**src/serial_cfg_consts.svh**
```systemverilog
// Purpose: offsets, field positions, reset values and framing counts of the serial configuration block
// Assumes: 13-bit register addresses, 8-bit registers
// Notes:   definitions only
`ifndef SERIAL_CFG_CONSTS_SVH
`define SERIAL_CFG_CONSTS_SVH

`define ADDR_W                 13
`define OFS_PORT_CONFIGURATION 13'h000
`define OFS_READBACK_SOURCE    13'h004
`define OFS_TAG_LOW            13'h005
`define OFS_TAG_HIGH           13'h006
`define OFS_NVM_STATUS         13'h0b00
`define OFS_NVM_ERROR          13'h0b01
`define OFS_NVM_CONTROL_ONE    13'h0b02
`define OFS_NVM_CONTROL_TWO    13'h0b03

`define RST_PORT_CONFIGURATION 8'h00
`define RST_READBACK_SOURCE    8'h00
`define RST_TAG                8'h00
`define RST_NVM_CONTROL        8'h00

`define MASK_PORT_CONFIGURATION 8'hef
`define MASK_READBACK_SOURCE    8'h01
`define MASK_NVM_CONTROL_ONE    8'h03
`define MASK_NVM_CONTROL_TWO    8'h01

`define BIT_SPLIT_DATA_PIN 7
`define BIT_LSB_FIRST      6
`define BIT_SOFT_RESET     5
`define BIT_READ_BUFFERED  0
`define BIT_NVM_WRITE_EN   0
`define BIT_SOFT_NVM_LOAD  1
`define BIT_SAVE_MAP       0

`define INSTR_LAST_BIT 4'hf
`define BYTE_LAST_BIT  3'h7
`define INSTR_READ_BIT 15

`endif

```
**src/serial_cfg_pkg.sv**
```systemverilog
// Purpose: types shared by the serial configuration block
// Assumes: nothing beyond the constants header
// Notes:   pin group travels as one packed struct
package serial_cfg_pkg;

	typedef struct packed {
		logic sclk;
		logic cs_n;
		logic sdio;
		logic io_update;
	} pins_t;

	typedef enum logic [1:0] {
		PH_INSTR = 2'b01,
		PH_DATA  = 2'b10
	} phase_t;

endpackage

```
**src/pin_sync.sv**
```systemverilog
// Purpose: brings asynchronous pins into the clock domain
// Assumes: pins change slowly compared with the clock
// Notes:   a change is taken once the second and third stages agree
`timescale 1ns/1ps
module pin_sync #(
	parameter int W = 4
) (
	input  wire logic         clock,    // system clock
	input  wire logic         sys_rst,  // synchronous reset, active high
	input  wire logic [W-1:0] async_in, // raw pins
	output logic      [W-1:0] stable    // filtered pins
);
	logic [W-1:0] s1;
	logic [W-1:0] s2;
	logic [W-1:0] s3;

	genvar i;
	generate
		for (i = 0; i < W; i++)
		begin : g_bit
			always_ff @(posedge clock)
			begin
				if (sys_rst)
				begin
					s1[i]     <= 1'b0;
					s2[i]     <= 1'b0;
					s3[i]     <= 1'b0;
					stable[i] <= 1'b0;
				end
				else
				begin
					s1[i] <= async_in[i];
					s2[i] <= s1[i];
					s3[i] <= s2[i];
					if (s2[i] == s3[i])
						stable[i] <= s3[i];
				end
			end
		end
	endgenerate
endmodule

```
**src/serial_cfg_regs.sv**
```systemverilog
// Purpose: serial control port configuration and nonvolatile memory control registers
// Assumes: 3-wire or 4-wire serial port, pins slower than the 20 MHz clock
// Notes:   16-bit instruction (read flag, two length bits, 13-bit address), then streamed data bytes
`timescale 1ns/1ps
`include "serial_cfg_consts.svh"
module serial_cfg_regs (
	input  wire logic clock,                  // system clock, 20 MHz
	input  wire logic sys_rst,                // synchronous reset, active high
	input  wire logic sclk_pin,               // serial clock from host
	input  wire logic cs_n_pin,               // chip select, active low
	input  wire logic sdio_in,                // bidirectional data pin, input side
	output logic      sdio_out,               // bidirectional data pin, output side
	output logic      sdio_oe,                // bidirectional data pin, drive enable
	output logic      serial_data_out_pin,    // split read data pin
	output logic      serial_data_out_pin_oe, // split read data pin, drive enable
	input  wire logic io_update_pin,          // applies pending buffered values
	input  wire logic nvm_busy,               // nonvolatile transfer in progress
	input  wire logic nvm_data_error,         // nonvolatile data check failed
	output logic      nvm_write_enable,       // nonvolatile write allowed
	output logic      soft_nvm_load,          // request reload from nonvolatile memory
	output logic      save_map_to_nvm         // one-cycle request to store the map
);
	serial_cfg_pkg::pins_t  raw;
	serial_cfg_pkg::pins_t  pin;
	serial_cfg_pkg::phase_t phase;

	logic [7:0]            port_cfg;
	logic [7:0]            rb_sel;
	logic [7:0]            tag_lo;
	logic [7:0]            tag_hi;
	logic [7:0]            tag_lo_pend;
	logic [7:0]            tag_hi_pend;
	logic [7:0]            nvm_ctl1;
	logic [7:0]            nvm_ctl2;
	logic                  sclk_q;
	logic                  upd_q;
	logic [3:0]            bit_cnt;
	logic [15:0]           shift;
	logic [`ADDR_W-1:0]    addr;
	logic                  is_read;
	logic [7:0]            tx;
	logic                  skip;

	assign raw = '{sclk: sclk_pin, cs_n: cs_n_pin, sdio: sdio_in, io_update: io_update_pin};

	pin_sync #(.W(4)) u_sync (
		.clock    (clock),
		.sys_rst  (sys_rst),
		.async_in (raw),
		.stable   (pin)
	);

	wire              cs_act      = ~pin.cs_n;
	wire              rise        = cs_act & pin.sclk & ~sclk_q;
	wire              fall        = cs_act & ~pin.sclk & sclk_q;
	wire              upd_edge    = pin.io_update & ~upd_q;
	wire              lsb         = port_cfg[`BIT_LSB_FIRST];
	wire              split       = port_cfg[`BIT_SPLIT_DATA_PIN];
	wire              soft_rst    = port_cfg[`BIT_SOFT_RESET];
	wire [15:0]       next_shift  = lsb ? {pin.sdio, shift[15:1]} : {shift[14:0], pin.sdio};
	wire [7:0]        byte_in     = lsb ? next_shift[15:8] : next_shift[7:0];
	wire              instr_done  = rise & (phase == serial_cfg_pkg::PH_INSTR) & (bit_cnt == `INSTR_LAST_BIT);
	wire              byte_done   = rise & (phase == serial_cfg_pkg::PH_DATA) & (bit_cnt[2:0] == `BYTE_LAST_BIT);
	wire [`ADDR_W-1:0] step_addr  = lsb ? addr + 13'h0001 : addr - 13'h0001;
	wire              wr_en       = byte_done & ~is_read;
	wire              load_tx     = (instr_done & next_shift[`INSTR_READ_BIT]) | (byte_done & is_read);
	wire [`ADDR_W-1:0] rd_addr    = instr_done ? next_shift[`ADDR_W-1:0] : step_addr;
	wire              buffered    = rb_sel[`BIT_READ_BUFFERED];
	wire [7:0]        tag_lo_view = buffered ? tag_lo_pend : tag_lo;
	wire [7:0]        tag_hi_view = buffered ? tag_hi_pend : tag_hi;
	wire              tx_bit      = lsb ? tx[0] : tx[7];
	wire              drive       = cs_act & (phase == serial_cfg_pkg::PH_DATA) & is_read;

	function automatic logic hit(input logic [`ADDR_W-1:0] a, input logic [`ADDR_W-1:0] ofs);
		hit = (a == ofs);
	endfunction

	function automatic logic [7:0] read_mux(input logic [`ADDR_W-1:0] a);
		read_mux = 8'h00;
		if (hit(a, `OFS_PORT_CONFIGURATION))
			read_mux = port_cfg;
		else if (hit(a, `OFS_READBACK_SOURCE))
			read_mux = rb_sel;
		else if (hit(a, `OFS_TAG_LOW))
			read_mux = tag_lo_view;
		else if (hit(a, `OFS_TAG_HIGH))
			read_mux = tag_hi_view;
		else if (hit(a, `OFS_NVM_STATUS))
			read_mux = {7'h00, nvm_busy};
		else if (hit(a, `OFS_NVM_ERROR))
			read_mux = {7'h00, nvm_data_error};
		else if (hit(a, `OFS_NVM_CONTROL_ONE))
			read_mux = nvm_ctl1;
		else if (hit(a, `OFS_NVM_CONTROL_TWO))
			read_mux = nvm_ctl2;
	endfunction

	// a process rather than a wire, so that the registers read inside the function also wake it up
	logic [7:0] read_value;

	always_comb
		read_value = read_mux(rd_addr);

	always_ff @(posedge clock)
	begin
		if (sys_rst)
		begin
			sclk_q <= 1'b0;
			upd_q  <= 1'b0;
		end
		else
		begin
			sclk_q <= pin.sclk;
			upd_q  <= pin.io_update;
		end
	end

	// framing: instruction then bytes, restarted whenever select goes away
	always_ff @(posedge clock)
	begin
		if (sys_rst || !cs_act)
		begin
			phase   <= serial_cfg_pkg::PH_INSTR;
			bit_cnt <= 4'h0;
			shift   <= 16'h0000;
			is_read <= 1'b0;
			addr    <= '0;
		end
		else if (rise)
		begin
			shift   <= next_shift;
			bit_cnt <= bit_cnt + 4'h1;
			if (instr_done)
			begin
				phase   <= serial_cfg_pkg::PH_DATA;
				addr    <= next_shift[`ADDR_W-1:0];
				is_read <= next_shift[`INSTR_READ_BIT];
			end
			else if (byte_done)
				addr <= step_addr;
		end
	end

	// read shifter: the falling edge right after a load keeps the first bit
	always_ff @(posedge clock)
	begin
		if (sys_rst)
		begin
			tx   <= 8'h00;
			skip <= 1'b0;
		end
		else if (load_tx)
		begin
			tx   <= read_value;
			skip <= 1'b1;
		end
		else if (fall && skip)
			skip <= 1'b0;
		else if (fall)
			tx <= lsb ? {1'b0, tx[7:1]} : {tx[6:0], 1'b0};
	end

	always_ff @(posedge clock)
	begin
		if (sys_rst)
		begin
			sdio_out               <= 1'b0;
			sdio_oe                <= 1'b0;
			serial_data_out_pin    <= 1'b0;
			serial_data_out_pin_oe <= 1'b0;
		end
		else
		begin
			sdio_out               <= tx_bit;
			sdio_oe                <= drive & ~split;
			serial_data_out_pin    <= tx_bit;
			serial_data_out_pin_oe <= drive & split;
		end
	end

	// register file; soft reset acts one cycle after it is written
	always_ff @(posedge clock)
	begin
		if (sys_rst || soft_rst)
		begin
			port_cfg    <= `RST_PORT_CONFIGURATION;
			rb_sel      <= `RST_READBACK_SOURCE;
			tag_lo      <= `RST_TAG;
			tag_hi      <= `RST_TAG;
			tag_lo_pend <= `RST_TAG;
			tag_hi_pend <= `RST_TAG;
			nvm_ctl1    <= `RST_NVM_CONTROL;
			nvm_ctl2    <= `RST_NVM_CONTROL;
		end
		else
		begin
			if (wr_en && hit(addr, `OFS_PORT_CONFIGURATION))
				port_cfg <= byte_in & `MASK_PORT_CONFIGURATION;
			if (wr_en && hit(addr, `OFS_READBACK_SOURCE))
				rb_sel <= byte_in & `MASK_READBACK_SOURCE;
			if (wr_en && hit(addr, `OFS_TAG_LOW))
				tag_lo_pend <= byte_in;
			if (wr_en && hit(addr, `OFS_TAG_HIGH))
				tag_hi_pend <= byte_in;
			if (wr_en && hit(addr, `OFS_NVM_CONTROL_ONE))
				nvm_ctl1 <= byte_in & `MASK_NVM_CONTROL_ONE;
			if (wr_en && hit(addr, `OFS_NVM_CONTROL_TWO))
				nvm_ctl2 <= byte_in & `MASK_NVM_CONTROL_TWO;
			if (upd_edge)
			begin
				tag_lo <= tag_lo_pend;
				tag_hi <= tag_hi_pend;
			end
		end
	end

	always_ff @(posedge clock)
	begin
		if (sys_rst || soft_rst)
			save_map_to_nvm <= 1'b0;
		else
			save_map_to_nvm <= wr_en & hit(addr, `OFS_NVM_CONTROL_TWO) & byte_in[`BIT_SAVE_MAP]
				& nvm_ctl1[`BIT_NVM_WRITE_EN];
	end

	assign nvm_write_enable = nvm_ctl1[`BIT_NVM_WRITE_EN];
	assign soft_nvm_load    = nvm_ctl1[`BIT_SOFT_NVM_LOAD];
endmodule

```
**config.mk**
```make
export PLATFORM = sky130hd
export DESIGN_NAME = serial_cfg_regs
export DESIGN_NICKNAME = d
export VERILOG_FILES = /design/src/serial_cfg_pkg.sv /design/src/pin_sync.sv /design/src/serial_cfg_regs.sv
export VERILOG_INCLUDE_DIRS = /design/src /design/src/src
export SDC_FILE = /design/constraint.sdc
export NUM_CORES = 1
export LEC_CHECK = 0
export BUFFER_PORTS_ARGS = -buffer_cell sky130_fd_sc_hd__buf_4
export CORE_UTILIZATION = 30
export CTS_CLUSTER_DIAMETER = 80
export CTS_CLUSTER_SIZE = 14
export DETAILED_ROUTE_END_ITERATION = 10
export GPL_TIMING_DRIVEN = 0
export PLACE_DENSITY = 0.43
export SYNTH_ARGS = -nofsm -noshare
export SYNTH_HDL_FRONTEND = slang
export SYNTH_SLANG_ARGS = --single-unit
```
**constraint.sdc**
```tcl
create_clock -name clock -period 3.6 [get_ports clock]
set_clock_uncertainty 0.05 [all_clocks]
set_input_delay 0.36 -clock clock [delete_from_list [all_inputs] [get_ports clock]]
set_output_delay 0.36 -clock clock [all_outputs]
set_load 0.02 [all_outputs]
```
==> metrics.md <==
| Metric | Value |
|---|---|
| Fmax | `between 200 and 300 MHz` |
| Clk_lat worst skew | `360 ps` |
| Most used DFF post-synth | `dfxtp_1` |
| Mean Syn Cell Area | `roughly 8.5 um2` |
| Final Cycle Share | `95.3%` |
| Number of global-route vias before repair | `4677` |
| Die Area | `19400 um2` |
| GRT Total Usage | `17.9%` |
| I/O Pins | `15` |
| Yosys reg bits | `110` |
| Die Ht | `between 100 and 150 um` |
| CTS buffer count | `9` |
| Row count | `49` |
| Most numerous cell in the Yosys netlist | `dfxtp_1` |
| Number of port buffers | `14` |
| Chip Width | `139 um` |
| Fraction of registers with async set/reset | `0%` |
| Remaining antenna violation count | `0` |
| Nets | `720` |
| CTS Buffer Depth | `2` |
| Largest area contributor in the netlist | `dfxtp_1` |
| Met2 Use GR | `29.8%` |
| Hold WC Path Type | `in -> reg` |
| Final Instance Area | `6630 um2` |
| Setup CP Type | `reg -> reg` |
| CTS tree | `yes` |
| Maximum vdd drop | `0.000226 V` |
| Internal | `1.85 mW` |
| CTS clk-pin slew, worst paths | `70 ps` |
| Status | `finished, final reports clean` |
| Cells after Synth | `between 600 and 700` |
| Max-cap violations | `0` |
| CP max stage cell | `o31a_4` |
| Setup TNS | `0 ps` |
| GR Layer Usage met1 | `23.9%` |
| Net Sw Frac | `21.2%` |
| PwrDens | `354 nW/um2` |
| Grt peak-use layer | `met2` |
| Crit-path cells | `buf_4 -> clkinvlp_4 -> buf_4 -> ha_1 -> a211oi_4 -> o31a_4 -> a221oi_2 -> o211ai_1 -> o31a_1 -> buf_4 -> nor3b_4 -> buf_6 -> nand4_1 -> a21oi_1` |
| Vias post-DR | `4853` |
| Synth unique cells | `63` |
| Sw Pwr | `0.498 mW` |
| Dpl cell area | `6050 um2` |
| Drt drc | `0` |
| Leakage power | `2.32 nW` |
| Synth top area share | `38.9%` |
| WL final | `16900 um` |
| Drt initial violations | `347` |
| Root Driver | `clkbuf_16` |
| Worst path top cell family by delay | `compound AO/OA/AOI/OAI gates` |
| Count of buffer and inverter cells on the critical path | `5` |
| CP max FO | `10` |
| Final Hold Viols | `0` |
| Critical path endpoint category | `flop` |
| Number of vias per cell | `approximately 5.2` |
| Critical path's most frequent cell | `buf_4` |
| First-pass detailed-route iteration total | `5` |
| Slew margin rel. | `37.1%` |
| Final GP Congestion | `0.877` |
| Comb power frac | `about 2%` |
| Avg WL per Cell | `18.2 um` |
| Tightest Pin Transition | `933 ps` |
| Critical Path Source Type | `flop` |
| Crit path arrival time | `3670 ps` |
| First-pass GRT wire length | `26400 um` |
| Critical Path Max Stage Delay | `~380 ps` |
| Starting density of the core | `a little under a third` |
| Met3 Usage GRT | `around 3.2%` |
| Seq/Total Area, Yosys | `38.9%` |
| DP HPWL | `12500 um` |
| Final slew viol count | `0` |
| Worst path required time | `3830 ps` |
| Core area | `~18000 um2` |
| Proportion of power drawn by the clock network | `45.7%` |
| Grt total ovfl | `0` |
| Share of layout cells above drive strength 1 | `14.5%` |
| Post-synth top cells | `dfxtp_1 (110), nor2_1 (87), nand2_1 (82)` |
| Setup WS post-layout | `168 ps` |
| Top post-synthesis cells by area | `dfxtp_1 (39%), mux2i_1 (8.7%), nor2_1 (5.8%), nand2_1 (5.4%), a21oi_1 (4.8%)` |
| Pre-CTS setup slack | `-451 ps` |
| Finish-stage setup viols | `0` |
| Total number of H-tree levels | `3` |
| CTS sink count | `110` |
| Largest net degree at the start of global routing | `18` |
| RSZ-0062 raised after global routing | `false` |
| Cell Area, Synth | `5660 um2` |
| Antenna Diode Count | `0` |
| Cts hold-fix bufs | `0` |
| Synthesized Nets | `686` |
| Post-synth EDFFs | `0` |
| Initial antenna violation count | `0` |
| Syn. warnings | `0` |
| Area Overhead vs Synth | `17.0%` |
| Reg power frac | `about 52%` |
| Tmin final | `3430 ps` |
## power by group through the flow
| stage | Clock (mW) | Sequential [mW] | Combinational [mW] |
|---|---|---|---|
| 5_1_grt | 1.15 | 1.23 | 0.0519 |
| 6_report | 1.07 | 1.23 | 0.0472 |
| 4_1_cts | 1.11 | 1.22 | 0.0480 |
| 3_3_place_gp | 0 | 1.25 | 0.0481 |
| 2_1_floorplan | 0 | 1.25 | 0.0257 |
| 3_5_place_dp | 0 | 1.25 | 0.0480 |
## cell usage in the layout (no fill, tap or decap), drive strengths merged, types with 14 or more instances in the layout
cell      n
nand2    82
mux2     15
nor2b    24
dfxtp   110
clkbuf   37
mux2i    49
buf      38
nand4    14
a21oi    55
o21ai    19
a211oi   24
nor2     87
## cells by family (layout without fill, tap and decap cells)
family,Yosys count,count (layout),synth area share [%]
xor+xnor,10,10,1.55
compound gates,150,150,17.4
simple gates,264,264,22.8
fa+ha+maj,14,14,3.23
buf+inv,51,89,4.04
mux,65,65,12.0
flops,110,110,38.9
## through the flow
step           hold WS [ps]  total power [mW]  utilization (%)  std cells
6_report                166              2.34             36.4        931
5_1_grt                 158              2.43             36.4        931
4_1_cts                 149              2.38             35.4        927
3_5_place_dp            374              1.30             33.2        907
3_3_place_gp            372              1.30             33.2        907
2_1_floorplan           364              1.28                -        664
## layout make-up
| cell class | count | area (um2) |
|---|---|---|
| buffer | 40 | 190 |
| clock buffer | 10 | 229 |
| clock inverter | 5 | 83.8 |
| fill | 1878 | 11600 |
| inverter | 9 | 37.5 |
| multi-input combinational | 503 | 3400 |
| sequential | 110 | 2200 |
| tap | 229 | 287 |
| timing repair buffer | 25 | 200 |
## final timing paths
check	end	from	cells past startpoint	slack [ps]
setup / recovery	tx[4]	port_cfg[6]	14	170
hold / removal	u_sync.s1[3]	sclk_pin	2	170
setup reg to reg	tx[4]	port_cfg[6]	14	170
hold reg to reg	u_sync.s2[3]	u_sync.s1[3]	1	390
## state kept, by name (all words and copies together) (netlist names), 2 cells and up
| register | flops |
|---|---|
| nvm_ctl1 | 2 |
| u_sync.s2 | 4 |
| bit_cnt | 4 |
| tag_hi_pend | 8 |
| tag_hi | 8 |
| tag_lo_pend | 8 |
| port_cfg | 7 |
| shift | 16 |
| u_sync.stable | 4 |
| u_sync.s1 | 4 |
| tag_lo | 8 |
| addr | 13 |
| tx | 8 |
| u_sync.s3 | 4 |
| phase | 2 |
## per-layer routing
layer,vias to the layer above,part of all wire (%)
met5,-,0
met3,10,2.8
met1,2348,49
li1,2428,-
met4,0,0.84
met2,67,48
## timing repair
| item | 4_1_cts | 5_1_grt |
|---|---|---|
| resized for setup | 8 | 25 |
| endpoints found under the hold margin | 0 | 0 |
| pin swaps | 4 | 12 |
| setup buffers | 7 | 4 |
| endpoints found under the setup margin | 8 | 8 |
Power figures use the tool's default switching activity.
